<file path="src/design/iad_pkg.sv">
// Constants, types and the opcode decoder shared by the instruction decoder block.
// Assumes a 14-bit instruction word and an 8-bit data path with 16-bit indirect pointers.
package iad_pkg;

  // ==========================================================================
  // Opcode patterns: an opcode matches when (word & mask) equals value.
  localparam logic [13:0] IAD_WDT_VAL       = 14'h0064;
  localparam logic [13:0] IAD_SLEEP_VAL     = 14'h0063;
  localparam logic [13:0] IAD_FULL_MASK     = 14'h3FFF;
  localparam logic [13:0] IAD_PINDIR_VAL    = 14'h0060;
  localparam logic [13:0] IAD_MM_MASK       = 14'h3FF8;
  localparam logic [13:0] IAD_LOAD_MM_VAL   = 14'h0010;
  localparam logic [13:0] IAD_STORE_MM_VAL  = 14'h0018;
  localparam logic [13:0] IAD_K6_MASK       = 14'h3F80;
  localparam logic [13:0] IAD_PTRADD_VAL    = 14'h3100;
  localparam logic [13:0] IAD_LOAD_IDX_VAL  = 14'h3F00;
  localparam logic [13:0] IAD_STORE_IDX_VAL = 14'h3F80;
  localparam logic [13:0] IAD_BYTE_MASK     = 14'h3F00;
  localparam logic [13:0] IAD_AND_LIT_VAL   = 14'h3900;
  localparam logic [13:0] IAD_ADD_LIT_VAL   = 14'h3E00;
  localparam logic [13:0] IAD_AND_FILE_VAL  = 14'h0500;
  localparam logic [13:0] IAD_ADD_FILE_VAL  = 14'h0700;

  // ==========================================================================
  // Field positions inside the instruction word, and the pointer MSB position.
  localparam int IAD_PSEL_K6_BIT = 6;
  localparam int IAD_PSEL_MM_BIT = 2;
  localparam int IAD_DEST_BIT    = 7;
  localparam int IAD_K6_SIGN_BIT = 5;
  localparam int IAD_PTR_MSB     = 15;

  // ==========================================================================
  // Reset values, fixed addresses and pointer step values.
  localparam logic [7:0]  IAD_RST_ACC     = 8'h00;
  localparam logic [15:0] IAD_RST_PTR     = 16'h0000;
  localparam logic [7:0]  IAD_RST_PIN_DIR = 8'hFF;
  localparam logic [6:0]  IAD_WINDOW0_IDX = 7'h00;
  localparam logic [6:0]  IAD_WINDOW1_IDX = 7'h01;
  localparam logic [15:0] IAD_PTR_INC     = 16'h0001;
  localparam logic [15:0] IAD_PTR_DEC     = 16'hFFFF;

  typedef enum logic [3:0] {
    OP_NONE, OP_WDT, OP_SLEEP, OP_PINDIR, OP_PTRADD, OP_LOAD_MM, OP_STORE_MM,
    OP_LOAD_IDX, OP_STORE_IDX, OP_AND_LIT, OP_ADD_LIT, OP_AND_FILE, OP_ADD_FILE
  } iad_op_type;

  typedef struct packed {
    logic        en;
    logic [15:0] addr;
    logic [7:0]  data;
  } iad_mem_wr_type;

  typedef struct packed {
    logic carry;
    logic nibble;
    logic null_f;
    logic expiry;
    logic powerdown;
  } iad_status_type;

  // The two fixed codes sit inside the pin direction pattern, so they are tested first.
  function automatic iad_op_type iad_decode(input logic [13:0] w);
    iad_op_type op;
    op = OP_NONE;
    if ((w & IAD_FULL_MASK) == IAD_WDT_VAL) op = OP_WDT;
    else if ((w & IAD_FULL_MASK) == IAD_SLEEP_VAL) op = OP_SLEEP;
    else if ((w & IAD_MM_MASK) == IAD_PINDIR_VAL) op = OP_PINDIR;
    else if ((w & IAD_MM_MASK) == IAD_LOAD_MM_VAL) op = OP_LOAD_MM;
    else if ((w & IAD_MM_MASK) == IAD_STORE_MM_VAL) op = OP_STORE_MM;
    else if ((w & IAD_K6_MASK) == IAD_PTRADD_VAL) op = OP_PTRADD;
    else if ((w & IAD_K6_MASK) == IAD_LOAD_IDX_VAL) op = OP_LOAD_IDX;
    else if ((w & IAD_K6_MASK) == IAD_STORE_IDX_VAL) op = OP_STORE_IDX;
    else if ((w & IAD_BYTE_MASK) == IAD_AND_LIT_VAL) op = OP_AND_LIT;
    else if ((w & IAD_BYTE_MASK) == IAD_ADD_LIT_VAL) op = OP_ADD_LIT;
    else if ((w & IAD_BYTE_MASK) == IAD_AND_FILE_VAL) op = OP_AND_FILE;
    else if ((w & IAD_BYTE_MASK) == IAD_ADD_FILE_VAL) op = OP_ADD_FILE;
    return op;
  endfunction

endpackage

</file>
<file path="src/design/iad_alu.sv">
// Byte AND and ADD unit with carry, nibble carry and zero results.
// Assumes purely combinational use inside the decoder; no state is held here.
`timescale 1ns/1ps
module iad_alu (
  input  wire logic [7:0] opnd_a,
  input  wire logic [7:0] opnd_b,
  input  wire logic       do_add,
  output logic      [7:0] result,
  output logic            carry_out,
  output logic            nibble_out,
  output logic            zero_out
);
  logic [8:0] sum;
  logic [4:0] low_sum;

  assign sum        = {1'b0, opnd_a} + {1'b0, opnd_b};
  assign low_sum    = {1'b0, opnd_a[3:0]} + {1'b0, opnd_b[3:0]};
  assign result     = do_add ? sum[7:0] : (opnd_a & opnd_b);
  assign carry_out  = sum[8];
  assign nibble_out = low_sum[4];
  assign zero_out   = (result == 8'h00);
endmodule

</file>
<file path="src/design/iad_decoder.sv">
// Decode and execute logic for inherent, indirect pointer and AND/ADD instructions.
// Assumes a data memory with asynchronous read (rd_data follows rd_addr in the same cycle).
// Functional notes
// - Branch or true test costs two cycles; second cycle is an idle operation.
// - Window access through a pointer with MSB set adds one cycle.
// - Decode watchdog clear and standby entry codes; both update expiry and powerdown.
// - Pin direction opcode copies accumulator into selected pin direction register.
// - Pointer add decoded with pointer select bit and 6-bit literal.
// - Pointer add adds sign-extended literal to 16-bit pointer; flags unchanged.
// - Pointer arithmetic wraps modulo 16 bits.
// - Indirect load with update mode moves window byte to accumulator; sets null flag.
// - Indexed indirect load reads pointer plus literal; sets null flag.
// - Indirect store with update mode writes accumulator; flags unchanged.
// - Indexed indirect store writes accumulator to pointer plus literal; flags unchanged.
// - AND literal into accumulator; only null flag changes.
// - Add literal into accumulator; carry, nibble and null flags change.
// - AND file register; destination bit selects accumulator or register; null flag.
// - Add file register; destination bit routes result; carry, nibble, null flags.
`timescale 1ns/1ps
module iad_decoder
  import iad_pkg::*;
(
  input  wire logic                  clk_sys,
  input  wire logic                  reset_n,
  input  wire logic                  instr_valid,
  input  wire logic [13:0]           instr_word,
  input  wire logic                  branch_taken,
  output logic                       instr_ready,
  output logic                       idle_op_pulse,
  output logic [15:0]                rd_addr,
  input  wire logic [7:0]            rd_data,
  output iad_pkg::iad_mem_wr_type    mem_wr,
  output logic [7:0]                 acc_out,
  output iad_pkg::iad_status_type    status,
  output logic [1:0][15:0]           ptr_out,
  output logic [7:0][7:0]            pin_dir_out,
  output logic                       watchdog_clear_pulse,
  output logic                       standby_req_pulse
);
  import iad_pkg::*;

  // ==========================================================================
  // Sequencing state
  typedef enum logic [1:0] {ST_RUN, ST_EXTRA, ST_FILL} iad_state_type;

  iad_state_type    state_reg;
  logic             fill_pending_reg;
  logic [7:0]       acc_reg;
  iad_status_type   status_reg;
  logic [1:0][15:0] ptr_reg;
  logic [7:0][7:0]  pin_dir_reg;
  iad_mem_wr_type   mem_wr_reg;
  logic             wdt_pulse_reg;
  logic             sleep_pulse_reg;

  logic        take;
  iad_op_type  op;
  logic        psel;
  logic [15:0] ptr_cur;
  logic [15:0] ptr_step;
  logic [15:0] ptr_stepped;
  logic [15:0] k6_ext;
  logic [15:0] ptr_indexed;
  logic [6:0]  file_idx;
  logic        file_window;
  logic        is_mm;
  logic        is_file;
  logic        is_add;
  logic        dest_file;
  logic        needs_extra;
  logic [15:0] eff_addr;
  logic [7:0]  alu_b;
  logic [7:0]  alu_res;
  logic        alu_carry;
  logic        alu_nibble;
  logic        alu_zero;

  // ==========================================================================
  // Decode and address generation
  assign instr_ready = (state_reg == ST_RUN);
  assign take        = instr_valid && instr_ready;
  assign op          = iad_decode(instr_word);
  assign is_mm       = (op == OP_LOAD_MM) || (op == OP_STORE_MM);
  assign is_file     = (op == OP_AND_FILE) || (op == OP_ADD_FILE);
  assign is_add      = (op == OP_ADD_LIT) || (op == OP_ADD_FILE);
  assign dest_file   = instr_word[IAD_DEST_BIT];
  assign file_idx    = instr_word[6:0];
  assign file_window = is_file && ((file_idx == IAD_WINDOW0_IDX) ||
                                   (file_idx == IAD_WINDOW1_IDX));

  assign psel     = is_mm ? instr_word[IAD_PSEL_MM_BIT] : instr_word[IAD_PSEL_K6_BIT];
  assign ptr_cur  = file_window ? ptr_reg[file_idx[0]] : ptr_reg[psel];
  // update mode, low bit picks decrement
  assign ptr_step = instr_word[0] ? IAD_PTR_DEC : IAD_PTR_INC;
  assign ptr_stepped = ptr_cur + ptr_step;
  assign k6_ext      = {{10{instr_word[IAD_K6_SIGN_BIT]}}, instr_word[5:0]};
  assign ptr_indexed = ptr_cur + k6_ext;

  // window access with pointer MSB set
  assign needs_extra = (is_mm || (op == OP_LOAD_IDX) || (op == OP_STORE_IDX) ||
                        file_window) && ptr_cur[IAD_PTR_MSB];

  // Pre-modes (high mode bit clear) use the updated pointer, post-modes the old one.
  always_comb begin
    eff_addr = 16'h0000;
    unique case (op)
      OP_LOAD_MM, OP_STORE_MM: eff_addr = instr_word[1] ? ptr_cur : ptr_stepped;
      OP_LOAD_IDX, OP_STORE_IDX: eff_addr = ptr_indexed;
      OP_AND_FILE, OP_ADD_FILE: eff_addr = file_window ? ptr_cur : {9'h000, file_idx};
      default: eff_addr = 16'h0000;
    endcase
  end

  assign rd_addr = eff_addr;
  assign alu_b   = is_file ? rd_data : instr_word[7:0];

  iad_alu u_alu (
    .opnd_a     (acc_reg),
    .opnd_b     (alu_b),
    .do_add     (is_add),
    .result     (alu_res),
    .carry_out  (alu_carry),
    .nibble_out (alu_nibble),
    .zero_out   (alu_zero)
  );

  // ==========================================================================
  // Cycle sequencing
  // idle fill after branch
  always_ff @(posedge clk_sys) begin
    if (!reset_n) begin
      state_reg        <= ST_RUN;
      fill_pending_reg <= 1'b0;
    end else begin
      unique case (state_reg)
        ST_RUN: begin
          if (take && needs_extra) begin
            state_reg        <= ST_EXTRA;
            fill_pending_reg <= branch_taken;
          end else if (take && branch_taken) begin
            state_reg <= ST_FILL;
          end
        end
        ST_EXTRA: begin
          state_reg        <= fill_pending_reg ? ST_FILL : ST_RUN;
          fill_pending_reg <= 1'b0;
        end
        ST_FILL: state_reg <= ST_RUN;
      endcase
    end
  end

  assign idle_op_pulse = (state_reg == ST_FILL);

  // ==========================================================================
  // Accumulator
  always_ff @(posedge clk_sys) begin
    if (!reset_n) begin
      acc_reg <= IAD_RST_ACC;
    end else if (take) begin
      unique case (op)
        OP_LOAD_MM, OP_LOAD_IDX: acc_reg <= rd_data;
        OP_AND_LIT, OP_ADD_LIT: acc_reg <= alu_res;
        OP_AND_FILE, OP_ADD_FILE: if (!dest_file) acc_reg <= alu_res;
        default: acc_reg <= acc_reg;
      endcase
    end
  end

  // ==========================================================================
  // Status flags
  always_ff @(posedge clk_sys) begin
    if (!reset_n) begin
      status_reg <= '{carry: 1'b0, nibble: 1'b0, null_f: 1'b0, expiry: 1'b1, powerdown: 1'b1};
    end else if (take) begin
      unique case (op)
        OP_WDT: begin
          status_reg.expiry    <= 1'b1;
          status_reg.powerdown <= 1'b1;
        end
        OP_SLEEP: begin
          status_reg.expiry    <= 1'b1;
          status_reg.powerdown <= 1'b0;
        end
        OP_LOAD_MM, OP_LOAD_IDX: status_reg.null_f <= (rd_data == 8'h00);
        OP_AND_LIT, OP_AND_FILE: status_reg.null_f <= alu_zero;
        OP_ADD_LIT, OP_ADD_FILE: begin
          status_reg.carry  <= alu_carry;
          status_reg.nibble <= alu_nibble;
          status_reg.null_f <= alu_zero;
        end
        default: status_reg <= status_reg;
      endcase
    end
  end

  // ==========================================================================
  // Indirect pointers
  for (genvar n = 0; n < 2; n++) begin : g_ptr
    always_ff @(posedge clk_sys) begin
      if (!reset_n) begin
        ptr_reg[n] <= IAD_RST_PTR;
      end else if (take && (op == OP_PTRADD) && (psel == 1'(n))) begin
        ptr_reg[n] <= ptr_indexed;
      end else if (take && is_mm && (psel == 1'(n))) begin
        ptr_reg[n] <= ptr_stepped;
      end
    end
  end

  // ==========================================================================
  // Pin direction registers
  // copy accumulator to pin direction
  always_ff @(posedge clk_sys) begin
    if (!reset_n) begin
      pin_dir_reg <= {8{IAD_RST_PIN_DIR}};
    end else if (take && (op == OP_PINDIR)) begin
      pin_dir_reg[instr_word[2:0]] <= acc_reg;
    end
  end

  // ==========================================================================
  // Data memory writes and core side pulses
  always_ff @(posedge clk_sys) begin
    if (!reset_n) begin
      mem_wr_reg <= '0;
    end else begin
      mem_wr_reg.en <= 1'b0;
      if (take && ((op == OP_STORE_MM) || (op == OP_STORE_IDX))) begin
        mem_wr_reg <= '{en: 1'b1, addr: eff_addr, data: acc_reg};
      end else if (take && is_file && dest_file) begin
        mem_wr_reg <= '{en: 1'b1, addr: eff_addr, data: alu_res};
      end
    end
  end

  // The pulses tell the watchdog and power hardware outside; they are not held here.
  always_ff @(posedge clk_sys) begin
    if (!reset_n) begin
      wdt_pulse_reg   <= 1'b0;
      sleep_pulse_reg <= 1'b0;
    end else begin
      wdt_pulse_reg   <= take && (op == OP_WDT);
      sleep_pulse_reg <= take && (op == OP_SLEEP);
    end
  end

  assign mem_wr               = mem_wr_reg;
  assign acc_out              = acc_reg;
  assign status               = status_reg;
  assign ptr_out              = ptr_reg;
  assign pin_dir_out          = pin_dir_reg;
  assign watchdog_clear_pulse = wdt_pulse_reg;
  assign standby_req_pulse    = sleep_pulse_reg;
endmodule

</file>
<file path="config.mk">
export PLATFORM = sky130hd
export DESIGN_NAME = iad_decoder
export DESIGN_NICKNAME = d
export VERILOG_FILES = /design/src/design/iad_pkg.sv /design/src/design/iad_alu.sv /design/src/design/iad_decoder.sv
export SDC_FILE = /design/constraint.sdc
export NUM_CORES = 1
export LEC_CHECK = 0
export BUFFER_PORTS_ARGS = -buffer_cell sky130_fd_sc_hd__buf_2
export CAP_MARGIN = 20
export CORE_UTILIZATION = 50
export DETAILED_ROUTE_END_ITERATION = 7
export PLACE_DENSITY_LB_ADDON = 0.2
export SLEW_MARGIN = 10
export SYNTH_ARGS = -nofsm -noshare
export SYNTH_HDL_FRONTEND = slang
export SYNTH_HIERARCHICAL = 1
export SYNTH_SLANG_ARGS = --single-unit
</file>
<file path="constraint.sdc">
create_clock -name clk_sys -period 12.1 [get_ports clk_sys]
set_input_delay 1.815 -clock clk_sys [delete_from_list [all_inputs] [get_ports clk_sys]]
set_output_delay 1.815 -clock clk_sys [all_outputs]
set_load 0.02 [all_outputs]
</file>
# --- Word-level counts from Yosys, hierarchy flattened ---
# Cells that the tools add are included.
totals:
  reg_bits: 139
  out_inout_bits: 154
  inputBits: 26
  wordCells: 155
op_classes:
  n_bitwise: 2
  n_reduce_logical: 49
  n_eq_ne: 30
  n_lt_le_gt_ge: 4
  addsub: 4
  mux: 43
ops:
  columns: ["operator", "count"]
  rows:
  - ["$mux 16", 12]
  - ["$bwmux 64", 1]
  - ["$mux 25", 2]
  - ["$mux 4", 12]
  - ["$pmux 16 s3", 1]
  - ["$add 16x16->16", 2]
  - ["$mux 8", 4]
  - ["$eq 14x7->1 const B", 2]
  - ["$demux 8 s3", 1]
  - ["$pmux 8 s3", 1]
  - ["$eq 11x2->1 const B", 2]
  - ["$eq 7x7->1 const B", 3]
  - ["$eq 4x4->1 const B", 5]
  - ["$logic_and 1x1->1", 18]
  - ["$eq 4x3->1 const B", 4]
  - ["$logic_not 8->1", 2]
  - ["$eq 6x3->1 const B", 2]
  - ["$eq 6x6->1 const B", 2]
  - ["$reduce_bool 2->1", 6]
  - ["$reduce_or 2->1", 6]
  - ["$eq 11x4->1 const B", 1]
  - ["$add 8x8->9", 1]
  - ["$and 8x8->8", 1]
  - ["$eq 4x2->1 const B", 2]
  - ["24 further kinds", 39]

# --- Logic depth before layout (Yosys ltp) ---
depth:
  depth_word: 24
  mapped_depth: 19

# --- Hierarchy ---
# The synthesis kept the hierarchy.
modules_own_cells:
  columns: ["module", "cells_each", "n_inst", "area_each_um2", "seq_area_each_um2"]
  rows:
  - ["iad_decoder", 1007, 1, 8423.1, 2762.6]
  - ["iad_alu", 70, 1, 533.0, 0.0]

# --- Least setup slack after synthesis ---
# OpenSTA, ideal clock, no wires.
synth_path:
  kind: "in2out"
  from: "input port instr_word[6]"
  to: "output port rd_addr[12]"
  required_time_ns: 10.285
  slack_ns: 4.366
  t_arrival_ns: 5.919
  path_stages: 17
  cell_sequence: "buf_2 -> or4_4 -> nor4_1 -> a21o_1 -> buf_2 -> buf_2 -> mux2i_1 -> inv_1 -> fa_1 -> a21o_1 -> a21oi_1 -> o21ai_0 -> a2111oi_0 -> o31ai_1 -> xor2_1 -> nand2_1 -> nand3_1"
synth_between:
  elab_chain_len: 15
  elab_cells_between_ends: 34
  classes_between: "add/sub: 2; eq/ne: 12; mux: 12; reduce/logical: 8"
synth_lines:
  columns: ["element", "line_no", "text"]
  rows:
  - ["from (decl)", "iad_decoder.sv:26", "input wire logic [13:0] instr_word,"]
  - ["$eq 11x2->1", "iad_pkg.sv:69", "else if ((w & IAD_MM_MASK) == IAD_STORE_MM_VAL) op = OP_STORE_MM;"]
  - ["$mux 4", "iad_pkg.sv:69", null]
  - ["$mux 4", "iad_pkg.sv:68", "else if ((w & IAD_MM_MASK) == IAD_LOAD_MM_VAL) op = OP_LOAD_MM;"]
  - ["$mux 4", "iad_pkg.sv:67", "else if ((w & IAD_MM_MASK) == IAD_PINDIR_VAL) op = OP_PINDIR;"]
  - ["$mux 4", "iad_pkg.sv:66", "else if ((w & IAD_FULL_MASK) == IAD_SLEEP_VAL) op = OP_SLEEP;"]
  - ["$mux 4", "iad_pkg.sv:65", "if ((w & IAD_FULL_MASK) == IAD_WDT_VAL) op = OP_WDT;"]
  - ["$eq 4x3->1", "iad_decoder.sv:83, iad_decoder.sv:106", null]
  - ["$logic_or 1x1->1", "iad_decoder.sv:83", "assign is_mm = (op == OP_LOAD_MM) || (op == OP_STORE_MM);"]
  - ["$mux 1", "iad_decoder.sv:91", "assign psel = is_mm ? instr_word[IAD_PSEL_MM_BIT] : instr_word[IAD_PSEL_K6_BIT];"]
  - ["$mux 16 (implied by the code) (2 in series)", "iad_decoder.sv:92", "assign ptr_cur = file_window ? ptr_reg[file_idx[0]] : ptr_reg[psel];"]
  - ["$mux 16", "iad_decoder.sv:92", null]
  - ["$add 16x16->16", "iad_decoder.sv:95", "assign ptr_stepped = ptr_cur + ptr_step;"]
  - ["$mux 16", "iad_decoder.sv:107", "OP_LOAD_MM, OP_STORE_MM: eff_addr = instr_word[1] ? ptr_cur : ptr_stepped;"]
  - ["$pmux 16 s3 (*)", "iad_decoder.sv:106", "unique case (op)"]
  - ["to (decl)", "iad_decoder.sv:30", "output logic [15:0] rd_addr,"]
# Every way passes the cells marked *; elsewhere a longest branch is shown, timed or not. The select of a mux whose other input is x is not followed.

# --- Final worst setup path ---
layout_path:
  from: "input port instr_word[1]"
  to: "output port rd_addr[14]"
layout_between:
  elab_chain_len: 12
  elab_cells_between_ends: 28
  classes_between: "add/sub: 2; eq/ne: 9; mux: 9; reduce/logical: 8"
layout_lines:
  columns: ["element", "line_no"]
  rows:
  - ["$eq 14x7->1", "iad_pkg.sv:66"]
  - ["$mux 4", "iad_pkg.sv:66"]
  - ["$mux 4", "iad_pkg.sv:65"]
  - ["$eq 4x3->1", "iad_decoder.sv:83, iad_decoder.sv:106"]
  - ["$logic_or 1x1->1", "iad_decoder.sv:83"]
  - ["$mux 1", "iad_decoder.sv:91"]
  - ["$mux 16 (implied by the code) (2 in series)", "iad_decoder.sv:92"]
  - ["$mux 16", "iad_decoder.sv:92"]
  - ["$add 16x16->16", "iad_decoder.sv:95"]
  - ["$mux 16", "iad_decoder.sv:107"]
  - ["$pmux 16 s3 (*)", "iad_decoder.sv:106"]
# Marks and branches as above.

==> results.json <==
{
  "synth_cells": 1077,
  "grt_overflow": 0,
  "start_kind": "input port",
  "clockBufferDepth": 2,
  "holdCritPathClass": "reg -> reg",
  "portBuffers": 178,
  "worstMarginPinSlew_ps": 1190,
  "drive_gt1_share_pct": 22.9,
  "drt_iter0_drc": 723,
  "power_density_mw_per_mm2": 106,
  "worstRegToRegCells": 11,
  "p_total_mw": 1.13,
  "htreeDepth": 4,
  "fmax_mhz": 107,
  "wl_um": 30400,
  "ir_worst_vdd_v": 0.000103,
  "root_buffer": "clkbuf_16",
  "area_growth_pct": 18.2,
  "hold_buffers": 0,
  "cp-end-kind": "primary output",
  "yosysMostFrequentCell": "dfxtp_1",
  "synth-edff-count": 0,
  "core-area_mm2": 0.0174,
  "fin_crit_sh_pct": 77.5,
  "rsz0062_at_grt": "false",
  "cts_setup_buffers": 0,
  "final_core_util_pct": 60.8,
  "dr_total_vias": 9081,
  "cp.arrival_ps": 7560,
  "wl_per_cell_um": 20.8,
  "leakage_nw": 4.56,
  "path_class": "in -> out",
  "cap_violations": 0,
  "final_cells": 1463,
  "largest_reg_flops": 64,
  "yosysSeqAreaShare_pct": 30.8,
  "synth_top_area_share_pct": 30.8,
  "synth_cell_types": 89,
  "setup_viol": 0,
  "synth-main-ff-cell": "dfxtp_1",
  "viasPerCell": 6.21,
  "dr.pass1.iters": 5,
  "hold_violations": 0,
  "grt_usage_pct": 32.7,
  "finalMaxSlewViolations": 0,
  "synth_area_leaders": "dfxtp_1 (31%), mux2i_1 (7.5%), ha_1 (7.3%)",
  "hold_depth": 1,
  "ant_nets": 0,
  "ctsResizeCount": 0,
  "multi_input_area_mm2": 0.00583,
  "syn-cell-area_mm2": 0.00896,
  "core.rowCount": 48,
  "fill_cells": 1628,
  "synth_common_cells": "dfxtp_1 (138), nand2_1 (125), nor2_1 (74)",
  "nets": 1305,
  "syn_avg_cell_area_um2": 8.32,
  "slew_headroom_pct": 20.4,
  "synth_top_cell_by_area": "dfxtp_1",
  "place_inst": 1431,
  "die_h_um": 136,
  "status": "finished, final reports clean",
  "drc_errors": 0,
  "antenna_found_initial": 0,
  "initial_utilization_pct": 51.4,
  "grt_pass1_vias": 8339,
  "synth_warnings": 6,
  "place_congestion": 0.966,
  "antenna_cells": 0,
  "grt_max_degree": 56,
  "async_flop_share_pct": 0,
  "grt_pass1_wl_um": 46000,
  "cts_buffers": 17,
  "clkTransAtPathRegs_ps": 60,
  "synth-seq-cells": 138,
  "hpwl_um": 21600,
  "fin_crit_ps": 9370,
  "area.sequential_mm2": 0.00276,
  "final.setup_skew_ps": 11.1,
  "final.setup.tns_ps": 0,
  "clock_latency_ps": 430,
  "clock-sinks": 138,
  "cts_tree": "built",
  "io_pins": 180,
  "fp.dieArea_mm2": 0.0185,
  "die_x_um": 136,
  "crit_fanout": 32,
  "required_ps": 10280,
  "synth_nets": 1157
}
## layout by cell type, fill, tap and decap left out, types with 5 or more instances in the layout
cell type,instances
a21o_1,15
inv_6,7
o211ai_1,7
buf_4,13
mux2i_1,67
a31oi_1,16
nand2b_1,26
o31ai_1,10
and3_1,12
a21boi_0,6
or2_2,8
clkbuf_16,17
buf_2,178
nand2_1,125
nor2b_1,8
ha_1,52
a22oi_1,25
a21oi_1,73
nand3_1,25
xor2_1,8
nor3b_1,5
inv_1,26
nor4_1,10
nor2_1,74
o21ai_0,45
mux2_2,31
o21bai_1,5
a2111oi_0,5
dfxtp_1,138
nor3_1,29
o21a_1,8
or3_1,11
a211oi_1,20
xnor2_1,16
o22ai_1,11
## worst paths after layout
check / from / to / slack (ps)
worst max register to register: ptr_out[1] / ptr_out[14] / 8180
worst max-delay path: instr_word[1] / rd_addr[14] / 2730
worst min-delay path: pin_dir_out[31] / pin_dir_out[31] / 440
worst min register to register: pin_dir_out[31] / pin_dir_out[31] / 440
## cells by family after synthesis
group / synth area share (%)
buffers and inverters: 4.07
multiplexers: 11.7
AND/OR/NAND/NOR: 21.2
XOR/XNOR: 2.35
other: 0.0419
AO/OA/AOI/OAI: 22.1
flip-flops: 30.8
adder cells (fa/ha/maj): 7.71
## critical path, stage by stage
cell and delay, ps:
buf_2 310, or4_4 650, nor4_1 460, a21o_1 710
mux2i_1 420, inv_1 160, fa_1 460, a21o_1 200
a21oi_1 270, o21ai_0 280, a2111oi_0 930, o31ai_1 200
xnor2_1 290, nand2_1 120, nand2_1 110, buf_2 160
## where the power goes
part / switching, mW / total [mW] / internal, mW
combinational: 0.0705 / 0.106 / 0.0354
clock: 0.223 / 0.559 / 0.336
sequential: 0.00374 / 0.460 / 0.456
## per-stage QoR
| stage | cell area, um^2 | hold WS (ps) | setup slack (ps) |
|---|---|---|---|
| after floorplan | 8960 | 482 | 4370 |
| after global placement | 9970 | 417 | 3170 |
| after detailed placement | 9970 | 420 | 3050 |
| after CTS | 10600 | 439 | 3010 |
| after global routing | 10600 | 462 | 2530 |
| final | 10600 | 436 | 2730 |
## routing by layer
metal / part of all wire (%) / vias up / wire length [um] / track usage (%)
met4: 4.0 / 0 / 1210 / 15.0
met1: 42 / 4284 / 12800 / 43.1
met5: 0 / - / 0 / 0
met3: 8.0 / 82 / 2430 / 6.00
li1: - / 4254 / - / -
met2: 46 / 461 / 14000 / 51.6
## layout make-up
type                    instances  area share, %
multi-input cells             849           55.1
flip-flops and latches        138           26.1
repair buffers                191           9.34
clock buffers                  19           4.18
well taps                     225           2.66
clock inverters                13           1.67
inverters                      28          0.993
No activity file was read; power rests on OpenSTA's default activity.
